### src/design/dbr_pkg.sv
// constants, field layouts and carrier types for the loop and brown-out register group
// Notes on behaviour
// fine step limit bounds closed-loop fine adjustment
// coarse step limit bounds closed-loop coarse adjustment
// spread generator takes step and amplitude fields
// random-interval bit picks constant or pseudo-random pacing
// closed loop reports 16-bit ratio error
// measure window is two to exponent cycles
// snapshot write refreshes values, then ready flag
// protected writes need unlock write just before
// brown-out final bit locks, cleared by non-brown-out reset
// fuse-done bit set on load, skips reload
// brown-out control: off, reset+irq, irq, reserved
// level drives threshold, hysteresis bit adds hysteresis
// software disables detector before changing level
// regulator final bit locks, cleared by power-on only
// regulator pulldown bit grounds regulator output
// config mode bit one means closed loop
// write-only and reserved bits read zero
package dbr_pkg;
	localparam logic [7:0] OFS_STEP = 8'h00;
	localparam logic [7:0] OFS_SSG = 8'h04;
	localparam logic [7:0] OFS_RATIO = 8'h08;
	localparam logic [7:0] OFS_SYNC = 8'h0C;
	localparam logic [7:0] OFS_BOD = 8'h10;
	localparam logic [7:0] OFS_VREG = 8'h14;
	localparam logic [7:0] OFS_UNLOCK = 8'h18;
	localparam logic [7:0] OFS_IRQ_STAT = 8'h1C;
	localparam logic [7:0] OFS_IRQ_CLR = 8'h20;
	localparam logic [7:0] OFS_IRQ_EN = 8'h24;
	localparam logic [7:0] UNLOCK_KEY = 8'hAA;
	localparam int UNLOCK_KEY_POS = 24;
	localparam int FINE_STEP_LIMIT_POS = 16;
	localparam int COARSE_STEP_LIMIT_POS = 0;
	localparam int SSG_STEP_POS = 16;
	localparam int SSG_AMP_POS = 8;
	localparam int SSG_RAND_POS = 1;
	localparam int SSG_EN_POS = 0;
	localparam int RATIO_ERR_POS = 16;
	localparam int RATIO_EXP_POS = 0;
	localparam int SYNC_POS = 0;
	localparam int BOD_SFV_POS = 31;
	localparam int BOD_FCD_POS = 16;
	localparam int BOD_CTRL_POS = 8;
	localparam int BOD_HYSTERESIS_ON_POS = 6;
	localparam int BOD_LEVEL_POS = 0;
	localparam int VREG_SFV_POS = 31;
	localparam int VREG_PD_POS = 30;
	localparam int IRQ_BOD_POS = 0;
	localparam int IRQ_RDY_POS = 1;
	localparam int IRQ_W = 2;
	localparam logic [1:0] BOD_OFF = 2'h0;
	localparam logic [1:0] BOD_RST_IRQ = 2'h1;
	localparam logic [1:0] BOD_IRQ_ONLY = 2'h2;
	localparam logic [7:0] SSG_CONST_INTERVAL = 8'h40;
	localparam logic [7:0] LFSR_SEED = 8'h5A;
	localparam logic [31:0] RESET_WORD = 32'h0000_0000;
	typedef struct packed {
		logic enable;
		logic random_interval_sel;
		logic [4:0] spread_step;
		logic [4:0] amplitude;
	} dbr_spread_t;
	typedef struct packed {
		logic detector_on;
		logic reset_en;
		logic irq_en;
		logic hysteresis_on;
		logic [5:0] level;
	} dbr_bod_t;
	typedef enum logic [1:0] {
		SNAP_IDLE = 2'b01,
		SNAP_WAIT = 2'b10
	} dbr_snap_state_t;
endpackage

### src/design/dbr_regs.sv
// apb register group for loop step limits, spread generator, ratio, brown-out and regulator
`timescale 1ns/1ps
module dbr_regs
	import dbr_pkg::*;
#(
	parameter int LEVEL_W = 6
) (
	input wire logic clock,
	input wire logic rst,
	input wire logic psel,
	input wire logic penable,
	input wire logic pwrite,
	input wire logic [7:0] paddr,
	input wire logic [31:0] pwdata,
	output logic [31:0] prdata,
	output logic pready,
	output logic pslverr,
	input wire logic soft_reset,
	input wire logic soft_reset_from_bod,
	input wire logic flash_cal_busy,
	input wire logic fuse_load,
	input wire logic [1:0] fuse_bod_ctrl,
	input wire logic fuse_bod_hysteresis_on,
	input wire logic [LEVEL_W-1:0] fuse_bod_level,
	input wire logic loop_mode_closed,
	input wire logic [15:0] ratio_error_in,
	input wire logic [4:0] ref_cycle_exponent_in,
	input wire logic loop_sync_done,
	input wire logic bod_trip_pin,
	output logic [8:0] fine_step_limit,
	output logic [7:0] coarse_step_limit,
	output logic step_limit_active,
	output dbr_spread_t spread_cfg,
	output logic spread_tick,
	output logic [31:0] ref_window_cycles,
	output logic loop_sync_req,
	output logic loop_ready_flag,
	output dbr_bod_t bod_cfg,
	output logic bod_reset_req,
	output logic regulator_pulldown,
	output logic irq
);
	// apb decode
	logic setup;
	logic fire;
	logic wr_fire;
	logic rd_setup;
	logic hit_step;
	logic hit_ssg;
	logic hit_ratio;
	logic hit_sync;
	logic hit_bod;
	logic hit_vreg;
	logic hit_unlock;
	logic hit_stat;
	logic hit_clr;
	logic hit_en;
	logic mapped;
	logic prot_ok;
	logic pready_q;
	logic [31:0] prdata_q;
	logic pslverr_q;
	logic unlocked_q;
	assign setup = psel & ~penable;
	assign fire = psel & penable & pready_q;
	assign wr_fire = fire & pwrite;
	assign hit_step = (paddr == OFS_STEP);
	assign hit_ssg = (paddr == OFS_SSG);
	assign hit_ratio = (paddr == OFS_RATIO);
	assign hit_sync = (paddr == OFS_SYNC);
	assign hit_bod = (paddr == OFS_BOD);
	assign hit_vreg = (paddr == OFS_VREG);
	assign hit_unlock = (paddr == OFS_UNLOCK);
	assign hit_stat = (paddr == OFS_IRQ_STAT);
	assign hit_clr = (paddr == OFS_IRQ_CLR);
	assign hit_en = (paddr == OFS_IRQ_EN);
	assign mapped = hit_step | hit_ssg | hit_ratio | hit_sync | hit_bod | hit_vreg
		| hit_unlock | hit_stat | hit_clr | hit_en;
	assign rd_setup = setup & ~pwrite;
	// only the very next access after the key write may land
	assign prot_ok = wr_fire & unlocked_q;
	logic unlock_hit;
	assign unlock_hit = wr_fire & hit_unlock
		& (pwdata[UNLOCK_KEY_POS +: 8] == UNLOCK_KEY);
	logic step_wr;
	logic ssg_wr;
	logic en_wr;
	logic clr_wr;
	assign step_wr = prot_ok & hit_step;
	assign ssg_wr = prot_ok & hit_ssg;
	assign en_wr = wr_fire & hit_en;
	assign clr_wr = wr_fire & hit_clr;

	// loop step limits and spread generator
	logic [31:0] step_q;
	logic [31:0] ssg_q;
	logic [31:0] step_d;
	logic [31:0] ssg_d;
	assign step_d = {7'h00, pwdata[FINE_STEP_LIMIT_POS +: 9], 8'h00, pwdata[COARSE_STEP_LIMIT_POS +: 8]};
	assign ssg_d = {11'h000, pwdata[SSG_STEP_POS +: 5], 3'h0, pwdata[SSG_AMP_POS +: 5],
		6'h00, pwdata[SSG_RAND_POS], pwdata[SSG_EN_POS]};

	// brown-out register
	logic bod_sfv_q;
	logic bod_fcd_q;
	logic [1:0] bod_ctrl_q;
	logic bod_hysteresis_on_q;
	logic [LEVEL_W-1:0] bod_level_q;
	logic bod_wr;
	logic fuse_apply;
	// a locked register ignores the write but the bus still completes
	assign bod_wr = prot_ok & hit_bod & ~bod_sfv_q;
	// reload skipped after a brown-out reset since the done bit survives it
	assign fuse_apply = fuse_load & ~bod_fcd_q;

	// regulator register, only power-on reset clears it
	logic vreg_sfv_q;
	logic vreg_pd_q;
	logic vreg_wr;
	assign vreg_wr = prot_ok & hit_vreg & ~vreg_sfv_q;

	// ratio snapshot
	logic [15:0] ratio_err_q;
	logic [4:0] ratio_exp_q;
	dbr_snap_state_t snap_q;
	dbr_snap_state_t snap_d;
	logic sync_wr;
	logic snap_done;
	assign sync_wr = prot_ok & hit_sync & pwdata[SYNC_POS];
	assign snap_done = (snap_q == SNAP_WAIT) & loop_sync_done;
	always_comb begin
		case (snap_q)
			SNAP_IDLE: snap_d = sync_wr ? SNAP_WAIT : SNAP_IDLE;
			SNAP_WAIT: snap_d = loop_sync_done ? SNAP_IDLE : SNAP_WAIT;
			default: snap_d = SNAP_IDLE;
		endcase
	end

	// brown-out trip pin synchroniser
	logic trip_s1_q;
	logic trip_s2_q;
	logic trip_prev_q;
	logic trip_rise;
	logic bod_active;
	assign trip_rise = trip_s2_q & ~trip_prev_q;
	assign bod_active = (bod_ctrl_q == BOD_RST_IRQ) | (bod_ctrl_q == BOD_IRQ_ONLY);

	// interrupts
	logic [IRQ_W-1:0] irq_stat_q;
	logic [IRQ_W-1:0] irq_en_q;
	logic [IRQ_W-1:0] irq_set;
	logic [IRQ_W-1:0] irq_clr;
	logic [IRQ_W-1:0] irq_stat_d;
	assign irq_set[IRQ_BOD_POS] = trip_rise & bod_active;
	assign irq_set[IRQ_RDY_POS] = snap_done;
	assign irq_clr = clr_wr ? pwdata[IRQ_W-1:0] : '0;
	// a new event in the clearing cycle stays visible
	assign irq_stat_d = (irq_stat_q & ~irq_clr) | irq_set;

	// spread interval pacing
	logic [7:0] lfsr_q;
	logic [7:0] ssg_cnt_q;
	logic [7:0] ssg_reload;
	logic ssg_hit;
	assign ssg_reload = ssg_q[SSG_RAND_POS] ? (lfsr_q | 8'h01) : SSG_CONST_INTERVAL;
	assign ssg_hit = ssg_q[SSG_EN_POS] & (ssg_cnt_q == 8'h00);

	// read mux
	logic [31:0] bod_word;
	logic [31:0] vreg_word;
	logic [31:0] ratio_word;
	logic [31:0] rd_mux;
	assign bod_word = {bod_sfv_q, 14'h0000, bod_fcd_q, 6'h00, bod_ctrl_q, 1'b0, bod_hysteresis_on_q,
		LEVEL_W'(bod_level_q)};
	assign vreg_word = {vreg_sfv_q, vreg_pd_q, 30'h0000_0000};
	assign ratio_word = {ratio_err_q, 11'h000, ratio_exp_q};
	assign rd_mux = hit_step ? step_q :
		hit_ssg ? ssg_q :
		hit_ratio ? ratio_word :
		hit_bod ? bod_word :
		hit_vreg ? vreg_word :
		hit_stat ? {30'h0000_0000, irq_stat_q} :
		hit_en ? {30'h0000_0000, irq_en_q} :
		RESET_WORD;

	always_ff @(posedge clock or posedge rst) begin
		if (rst) begin
			pready_q <= 1'b0;
			prdata_q <= 32'h0000_0000;
			pslverr_q <= 1'b0;
		end else begin
			pready_q <= setup;
			prdata_q <= rd_setup ? rd_mux : 32'h0000_0000;
			pslverr_q <= setup & ~mapped;
		end
	end

	always_ff @(posedge clock or posedge rst) begin
		if (rst) begin
			unlocked_q <= 1'b0;
		end else if (fire) begin
			unlocked_q <= unlock_hit;
		end
	end

	always_ff @(posedge clock or posedge rst) begin
		if (rst) begin
			step_q <= 32'h0000_0000;
			ssg_q <= 32'h0000_0000;
		end else if (soft_reset) begin
			step_q <= 32'h0000_0000;
			ssg_q <= 32'h0000_0000;
		end else begin
			if (step_wr) step_q <= step_d;
			if (ssg_wr) ssg_q <= ssg_d;
		end
	end

	always_ff @(posedge clock or posedge rst) begin
		if (rst) begin
			bod_sfv_q <= 1'b0;
			bod_fcd_q <= 1'b0;
			bod_ctrl_q <= 2'h0;
			bod_hysteresis_on_q <= 1'b0;
			bod_level_q <= '0;
		end else if (soft_reset & ~soft_reset_from_bod) begin
			bod_sfv_q <= 1'b0;
			bod_fcd_q <= 1'b0;
		end else if (fuse_apply) begin
			bod_ctrl_q <= fuse_bod_ctrl;
			bod_hysteresis_on_q <= fuse_bod_hysteresis_on;
			bod_level_q <= fuse_bod_level;
			bod_fcd_q <= 1'b1;
			bod_sfv_q <= 1'b0;
		end else if (flash_cal_busy) begin
			bod_sfv_q <= 1'b0;
		end else if (bod_wr) begin
			bod_sfv_q <= pwdata[BOD_SFV_POS];
			bod_fcd_q <= pwdata[BOD_FCD_POS];
			bod_ctrl_q <= pwdata[BOD_CTRL_POS +: 2];
			bod_hysteresis_on_q <= pwdata[BOD_HYSTERESIS_ON_POS];
			// level changes are taken as given; the detector should be off first
			bod_level_q <= pwdata[BOD_LEVEL_POS +: LEVEL_W];
		end
	end

	always_ff @(posedge clock or posedge rst) begin
		if (rst) begin
			vreg_sfv_q <= 1'b0;
			vreg_pd_q <= 1'b0;
		end else if (vreg_wr) begin
			vreg_sfv_q <= pwdata[VREG_SFV_POS];
			vreg_pd_q <= pwdata[VREG_PD_POS];
		end
	end

	always_ff @(posedge clock or posedge rst) begin
		if (rst) begin
			snap_q <= SNAP_IDLE;
			ratio_err_q <= 16'h0000;
			ratio_exp_q <= 5'h00;
		end else begin
			snap_q <= snap_d;
			if (snap_done) begin
				// ratio error only meaningful in closed loop
				ratio_err_q <= loop_mode_closed ? ratio_error_in : 16'h0000;
				ratio_exp_q <= ref_cycle_exponent_in;
			end
		end
	end

	always_ff @(posedge clock or posedge rst) begin
		if (rst) begin
			trip_s1_q <= 1'b0;
			trip_s2_q <= 1'b0;
			trip_prev_q <= 1'b0;
		end else begin
			trip_s1_q <= bod_trip_pin;
			trip_s2_q <= trip_s1_q;
			trip_prev_q <= trip_s2_q;
		end
	end

	always_ff @(posedge clock or posedge rst) begin
		if (rst) begin
			irq_stat_q <= '0;
			irq_en_q <= '0;
		end else begin
			irq_stat_q <= irq_stat_d;
			if (en_wr) irq_en_q <= pwdata[IRQ_W-1:0];
		end
	end

	always_ff @(posedge clock or posedge rst) begin
		if (rst) begin
			lfsr_q <= LFSR_SEED;
			ssg_cnt_q <= 8'h00;
		end else begin
			lfsr_q <= {lfsr_q[6:0], lfsr_q[7] ^ lfsr_q[5] ^ lfsr_q[4] ^ lfsr_q[3]};
			if (~ssg_q[SSG_EN_POS]) ssg_cnt_q <= 8'h00;
			else if (ssg_hit) ssg_cnt_q <= ssg_reload;
			else ssg_cnt_q <= ssg_cnt_q - 8'h01;
		end
	end

	// registered outputs
	always_ff @(posedge clock or posedge rst) begin
		if (rst) begin
			fine_step_limit <= 9'h000;
			coarse_step_limit <= 8'h00;
			step_limit_active <= 1'b0;
			spread_cfg <= '0;
			spread_tick <= 1'b0;
			ref_window_cycles <= 32'h0000_0001;
			loop_sync_req <= 1'b0;
			loop_ready_flag <= 1'b0;
			bod_cfg <= '0;
			bod_reset_req <= 1'b0;
			regulator_pulldown <= 1'b0;
			irq <= 1'b0;
		end else begin
			fine_step_limit <= step_q[FINE_STEP_LIMIT_POS +: 9];
			coarse_step_limit <= step_q[COARSE_STEP_LIMIT_POS +: 8];
			step_limit_active <= loop_mode_closed;
			spread_cfg.enable <= ssg_q[SSG_EN_POS];
			spread_cfg.random_interval_sel <= ssg_q[SSG_RAND_POS];
			spread_cfg.spread_step <= ssg_q[SSG_STEP_POS +: 5];
			spread_cfg.amplitude <= ssg_q[SSG_AMP_POS +: 5];
			spread_tick <= ssg_hit;
			ref_window_cycles <= 32'h0000_0001 << ratio_exp_q;
			loop_sync_req <= sync_wr;
			if (sync_wr) loop_ready_flag <= 1'b0;
			else if (snap_done) loop_ready_flag <= 1'b1;
			bod_cfg.detector_on <= bod_active;
			bod_cfg.reset_en <= (bod_ctrl_q == BOD_RST_IRQ);
			bod_cfg.irq_en <= bod_active & irq_en_q[IRQ_BOD_POS];
			bod_cfg.hysteresis_on <= bod_hysteresis_on_q;
			bod_cfg.level <= 6'(bod_level_q);
			bod_reset_req <= (bod_ctrl_q == BOD_RST_IRQ) & trip_s2_q;
			regulator_pulldown <= vreg_pd_q;
			irq <= |(irq_stat_d & irq_en_q);
		end
	end

	assign prdata = prdata_q;
	assign pready = pready_q;
	assign pslverr = pslverr_q;
endmodule // dbr_regs

### config.mk
export PLATFORM = sky130hd
export DESIGN_NAME = dbr_regs
export DESIGN_NICKNAME = d
export VERILOG_FILES = /design/src/design/dbr_pkg.sv /design/src/design/dbr_regs.sv
export SDC_FILE = /design/constraint.sdc
export NUM_CORES = 1
export LEC_CHECK = 0
export ABC_AREA = 1
export BUFFER_PORTS_ARGS = -buffer_cell sky130_fd_sc_hd__buf_2
export CAP_MARGIN = 20
export CORE_UTILIZATION = 44
export CTS_CLUSTER_SIZE = 8
export DETAILED_ROUTE_END_ITERATION = 12
export PLACE_DENSITY = 0.71
export SLEW_MARGIN = 20
export SYNTH_ARGS = -nofsm -noshare
export SYNTH_HDL_FRONTEND = slang
export SYNTH_SLANG_ARGS = --single-unit
### constraint.sdc
create_clock -name clock -period 6.8 [get_ports clock]
set_input_delay 1.02 -clock clock [delete_from_list [all_inputs] [get_ports clock]]
set_output_delay 1.02 -clock clock [all_outputs]
set_load 0.05 [all_outputs]
== After elaboration in Yosys (flattened, before gate mapping) ==
Index checks and enable logic that the tools add are counted.

* Register bits: 236
* Output and inout bits: 112
* Word-level logic and storage cells: 163
* Bits of input ports: 82

* Bitwise operators: 53
* Eq/ne operators: 16
* Shifts and indexed selects: 1
* Reduce and logical (&&, ||, !) cells: 11
* Muxes and demuxes: 39
* Add/sub/neg operators: 1

{| class="wikitable"
|+ Operators by type and width
! cell !! count
|-
| 2-to-1 mux 32 bit || 10
|-
| == test 8 x 5 -> 1 bit, second input constant || 4
|-
| << shifter 1 x 5 -> 32 bit, first input constant || 1
|-
| bitwise AND 1 bit || 27
|-
| 2-to-1 mux 8 bit || 3
|-
| 2-to-1 mux 6 bit || 3
|-
| == test 8 x 4 -> 1 bit, second input constant || 2
|-
| == test 8 x 6 -> 1 bit, second input constant || 2
|-
| logical NOT 8 bit || 2
|-
| 2-to-1 mux 16 bit || 1
|-
| 2-to-1 mux 2 bit || 8
|-
| 2-to-1 mux 1 bit || 13
|-
| OR 1 bit || 10
|-
| inverter 1 bit || 9
|-
| == test 8 x 3 -> 1 bit, second input constant || 1
|-
| == test 8 bit, second input constant || 1
|-
| nonzero test 2 bit || 4
|-
| subtractor 8 x 1 -> 8 bit, second input constant || 1
|-
| bitwise AND 2 bit || 2
|-
| == test 2 x 1 -> 1 bit, second input constant || 2
|-
| == test 2 bit, second input constant || 2
|-
| one-hot mux 2 bit (2 select lines) || 1
|-
| nonzero test 4 bit || 1
|-
| != test 3 x 1 -> 1 bit, second input constant || 1
|-
| other kinds (8) || 10
|}

== Depth between registers and ports, before layout ==
* Depth after elaboration: 12
* Mapped depth: 9
* Mapped depth without buffers: 9

== Worst setup path after synthesis ==
OpenSTA, ideal clock, no wires.

* Kind: input to register
* From: input penable
* To: register ssg_q[1]
* Slack: 4708 ps
* Stages: 8
* Required time: 6683 ps
* Buffers on the path: 1
* Setup time: 117 ps
* Arrival time: 1975 ps
* Cells stage by stage: nand3_1 -> nor2_2 -> nand2_1 -> nor2_8 -> nor2_4 -> buf_6 -> nand2_1 -> nand2_1

* Longest elaborated chain between the ends: 6

{| class="wikitable"
|+ RTL lines
! what !! line !! text
|-
| from (decl) || dbr_regs.sv:11 || <nowiki>input wire logic penable,</nowiki>
|-
| bitwise AND 1 bit (2 in series) || dbr_regs.sv:65 || <nowiki>assign fire = psel & penable & pready_q;</nowiki>
|-
| bitwise AND 1 bit || dbr_regs.sv:66 || <nowiki>assign wr_fire = fire & pwrite;</nowiki>
|-
| bitwise AND 1 bit || dbr_regs.sv:81 || <nowiki>assign prot_ok = wr_fire & unlocked_q;</nowiki>
|-
| bitwise AND 1 bit || dbr_regs.sv:90 || <nowiki>assign ssg_wr = prot_ok & hit_ssg;</nowiki>
|-
| nonzero test 2 bit (no line) || -- ||
|-
| to (signal assigned) || dbr_regs.sv:215 || <nowiki>if (ssg_wr) ssg_q <= ssg_d;</nowiki>
|-
| to (decl) || dbr_regs.sv:96 || <nowiki>logic [31:0] ssg_q;</nowiki>
|}

Every way passes these cells.
A chain may end at the register's enable or synchronous reset.

== Final worst setup path ==
* From: input paddr[7]
* To: register bod_ctrl_q[1]

* Longest elaborated chain between the ends: 5

{| class="wikitable"
|+ RTL lines
! what !! line !! text
|-
| from (decl) || dbr_regs.sv:13 || <nowiki>input wire logic [7:0] paddr,</nowiki>
|-
| == test 8 x 5 -> 1 bit || dbr_regs.sv:71 || <nowiki>assign hit_bod = (paddr == OFS_BOD);</nowiki>
|-
| bitwise AND 1 bit (2 in series) || dbr_regs.sv:112 || <nowiki>assign bod_wr = prot_ok & hit_bod & ~bod_sfv_q;</nowiki>
|-
| nonzero test 2 bit (no line) || -- ||
|-
| AND reduction 3 bit (no line) || -- ||
|-
| to (signal assigned) || dbr_regs.sv:230 || <nowiki>bod_ctrl_q <= fuse_bod_ctrl;</nowiki>
|-
| to (signal assigned) || dbr_regs.sv:240 || <nowiki>bod_ctrl_q <= pwdata[BOD_CTRL_POS +: 2];</nowiki>
|-
| to (decl) || dbr_regs.sv:106 || <nowiki>logic [1:0] bod_ctrl_q;</nowiki>
|}

Every way passes these cells.

==> metrics.yaml <==
status:
  outcome: "completed"
floorplan:
  initial_utilization_pct: 45.55
  dieArea_um2: 17880
  die_h_um: 133.7
  die_w_um: 133.7
  io_pins: 194
  core_um2: 16760
  core.rowCount: 47
pwr:
  switchingPower_uw: 744.9
  powerDensity_nw_per_um2: 279.9
  power_frac_comb_pct: 13.1
  power_uw: 2604
  clkPwrFrac_pct: 37.6
  internal_power_uw: 1859
  power.share.switching_pct: 28.60
  power_leakage_uw: 0.004996
  ir_drop_mv: 0.1889
  seqPwrFrac_pct: 49.3
worst_setup_path:
  rrSetupSlack_ns: 4.74
  worst-endpoint-required_ns: 7.12
  r2r-start: "pready"
  crit_path_max_incr_delay_ns: 0.49
  critPathArrivalTime_ns: 2.95
  crit_slowest_cell: "nor2_2"
  worstPathMaxFanout: 13
  cp_num_buf_inv: 1
  path_class: "primary input to register"
  worstPathCellList: "buf_2, nor2_4, nand2_1, nor2_2, nand3_1, nand2_1, nand3_2, nand2_1, nand2_1"
  cp_common_cell: "nand2_1"
  r2r_cells: 7
  r2r-end: "step_q[7]"
  path_delay_family: "simple AND/OR/NAND/NOR gates"
  start_kind: "primary input"
  endpoint_kind: "register"
synthesis:
  ys_seq_elements: 198
  async_flop_share_pct: 100.0
  netlist_instances: 775
  syn_area_um2: 7635
  ys.flop_type: "dfrtp_1"
  yosysTopAreaCell: "dfrtp_1"
  synth.top_cells.by_area: "dfrtp_1 63%, nand2_1 11%, nor2_1 3.4%"
  syn_area_per_cell_um2: 9.851
  synth_seq_area_share_pct: 65.00
  synth_warnings: 0
  synth_edf_count: 0
  yosysTopAreaCellShare_pct: 62.93
  netlist-cell-type-count: 37
grt:
  grt_antenna_before_repair: 0
  grt_pass1_wl_um: 30020
  grt_usage_pct: 22.16
  grt_max_degree: 142
  overflow: 0
  grt_pass1_vias: 5718
layout:
  final_net_count: 1041
  final_area_um2: 9304
  drive_above_1_share_pct: 26.03
  final-seq-area_um2: 4962
  nFillCells: 1486
  antenna_cells: 0
  multi_input_area_um2: 2307
  syn_to_final_growth_pct: 21.86
clock_tree:
  clock_latency_ns: 0.43
  cts_tree: "built"
  root_buffer: "clkbuf_16"
  cts_hold_buffers: 0
  path_clk_slew_ns: 0.07
  cts-buffers-inserted: 17
  cts_repair_resize_count: 0
  cts.htree.levels: 4
  postCtsSetupBuffers: 0
  cts_sinks: 198
  ctsLongestPathBuffers: 2
detailed_routing:
  dr.first_iter.drc_count: 364
  drt_first_pass_iters: 7
  vias: 5978
  drt_drc_violations_left: 0
  routed_via_density: 5.032
  wl_um: 18840
  postRouteAntennaNets: 0
  wl_per_cell_um: 15.86
sta:
  fin_setup_tns_ns: 0
  hold_viol_final: 0
  worstMarginPinSlew_ns: 0.9766
  timing.fmax_mhz: 379.7
  slew_headroom_pct: 34.83
  setup_viol: 0
  period_share_pct: 38.73
  drv_slew: 0
  worst_hold_slack_ns: 0.3430
  min_period_ns: 2.633
  rsz0062_at_grt: "no"
  layout_setup_ws_ns: 4.167
  fin_skew_ns: 0.01073
job:
  maxCapViolations: 0
worst_hold_path:
  holdCritStartpoint: "lfsr_q[0]"
  holdPathEnd: "lfsr_q[1]"
  whs_path_depth: 0
  hp-class: "register to register"
place:
  place_ws_ns: 3.704
  placed_area_um2: 8727
  dp_hpwl_um: 12970
  gp_congestion: 0.8689
  portBuffers: 187
through the flow:
step	instances	util, %
5_1_grt	1188	55.51
4_1_cts	1188	55.51
3_5_place_dp	1156	52.07
3_3_place_gp	1156	52.07
2_1_floorplan	777	-
6_report	1188	55.51
Yosys cell counts, types with 3 or more instances:
cell	number
nand3_1	37
nand4_1	24
nand2_1	223
xnor2_1	3
nor3_1	9
o21ai_1	4
buf_4	6
clkinv_1	5
a31oi_1	3
clkbuf_1	19
o21ai_0	46
dfstp_2	6
a21oi_1	34
o21ai_2	4
inv_1	47
nor2_4	3
ha_1	4
nor2_1	70
xor2_1	5
buf_2	5
dfrtp_1	192
nor2_2	4
final cells by class:
type / count / share of cell area (%)
inverter: 55 / 2.327
multi-input combinational: 492 / 24.80
tap: 220 / 2.959
timing repair buffer: 191 / 10.38
sequential: 198 / 53.34
clock buffer: 20 / 4.909
clock inverter: 12 / 1.291
flip-flops by register name (all words and copies together), names as in the netlist, 5 cells and up:
register           cells
ratio_err_q           16
prdata                29
spread_cfg            12
bod_level_q            6
ratio_exp_q            5
ssg_cnt_q              8
step_q                17
ssg_q                 12
lfsr_q                 8
coarse_step_limit      8
ref_window_cycles     32
bod_cfg               10
fine_step_limit        9
power groups by stage:
stage	logic, uW	clock network [uW]	registers (uW)
finish	341	979	1280
global route	373	1050	1290
CTS	343	995	1290
detailed placement	341	0	1310
global placement	337	0	1310
floorplan	136	0	1410
cell usage in the layout (no fill, tap or decap), types with 3 or more instances in the layout:
cell type	netlist	routed
nand2_1	223	223
dfrtp_1	192	192
buf_2	5	187
nor2_1	70	70
inv_1	47	46
o21ai_0	46	46
nand3_1	37	37
a21oi_1	34	34
nand4_1	24	24
clkbuf_16	0	17
nor3_1	9	9
dfstp_2	6	6
clkinv_1	5	5
xor2_1	5	5
nor2_2	4	4
o21ai_2	4	4
o21ai_1	4	4
ha_1	4	4
buf_4	6	4
nor2_4	3	3
xnor2_1	3	3
a31oi_1	3	3
inv_8	0	3
conb_1	1	3
clkinv_4	0	3
clkinvlp_4	0	3
logic make-up after synthesis:
group                      count (synthesis)  share of synthesized area, %
adders and majority gates                  4                        0.6555
other                                      1                       0.04912
DFF                                      198                         65.00
and+or+nand+nor                          383                         21.98
xor gates and xnor gates                   8                        0.9178
buffers and inverters                     87                         4.884
AOI/OAI and AO/OA                         94                         6.522
worst max path at each step:
stage / start / to / slack [ns] / cells past startpoint
CTS: paddr[7] / bod_ctrl_q[1] / 4.17 / 9
floorplan: rst / bod_cfg[0] / 0.39 / 1
global placement: paddr[7] / bod_hysteresis_on_q / 3.75 / 9
detailed placement: paddr[7] / bod_ctrl_q[1] / 3.70 / 9
finish: paddr[7] / bod_ctrl_q[1] / 4.17 / 9
global route: paddr[7] / bod_level_q[1] / 3.96 / 9
per-layer routing:
metal	routed length (um)	vias up	track usage [%]
met2	9114	225	35.06
met3	1006	34	4.795
met4	364	0	8.144
met5	0	-	0
met1	8352	2867	30.06
li1	-	2852	-
worst register-to-register path, cell delays in order (launching register included):
cell and delay [ns]:
dfrtp_1 0.39, nand3_1 0.16, nor3_2 0.11, nand2_1 0.13, inv_2 0.05, nor2_2 0.73
inv_1 0.16, o21ai_0 0.22
(Power assumes the default switching activity.)
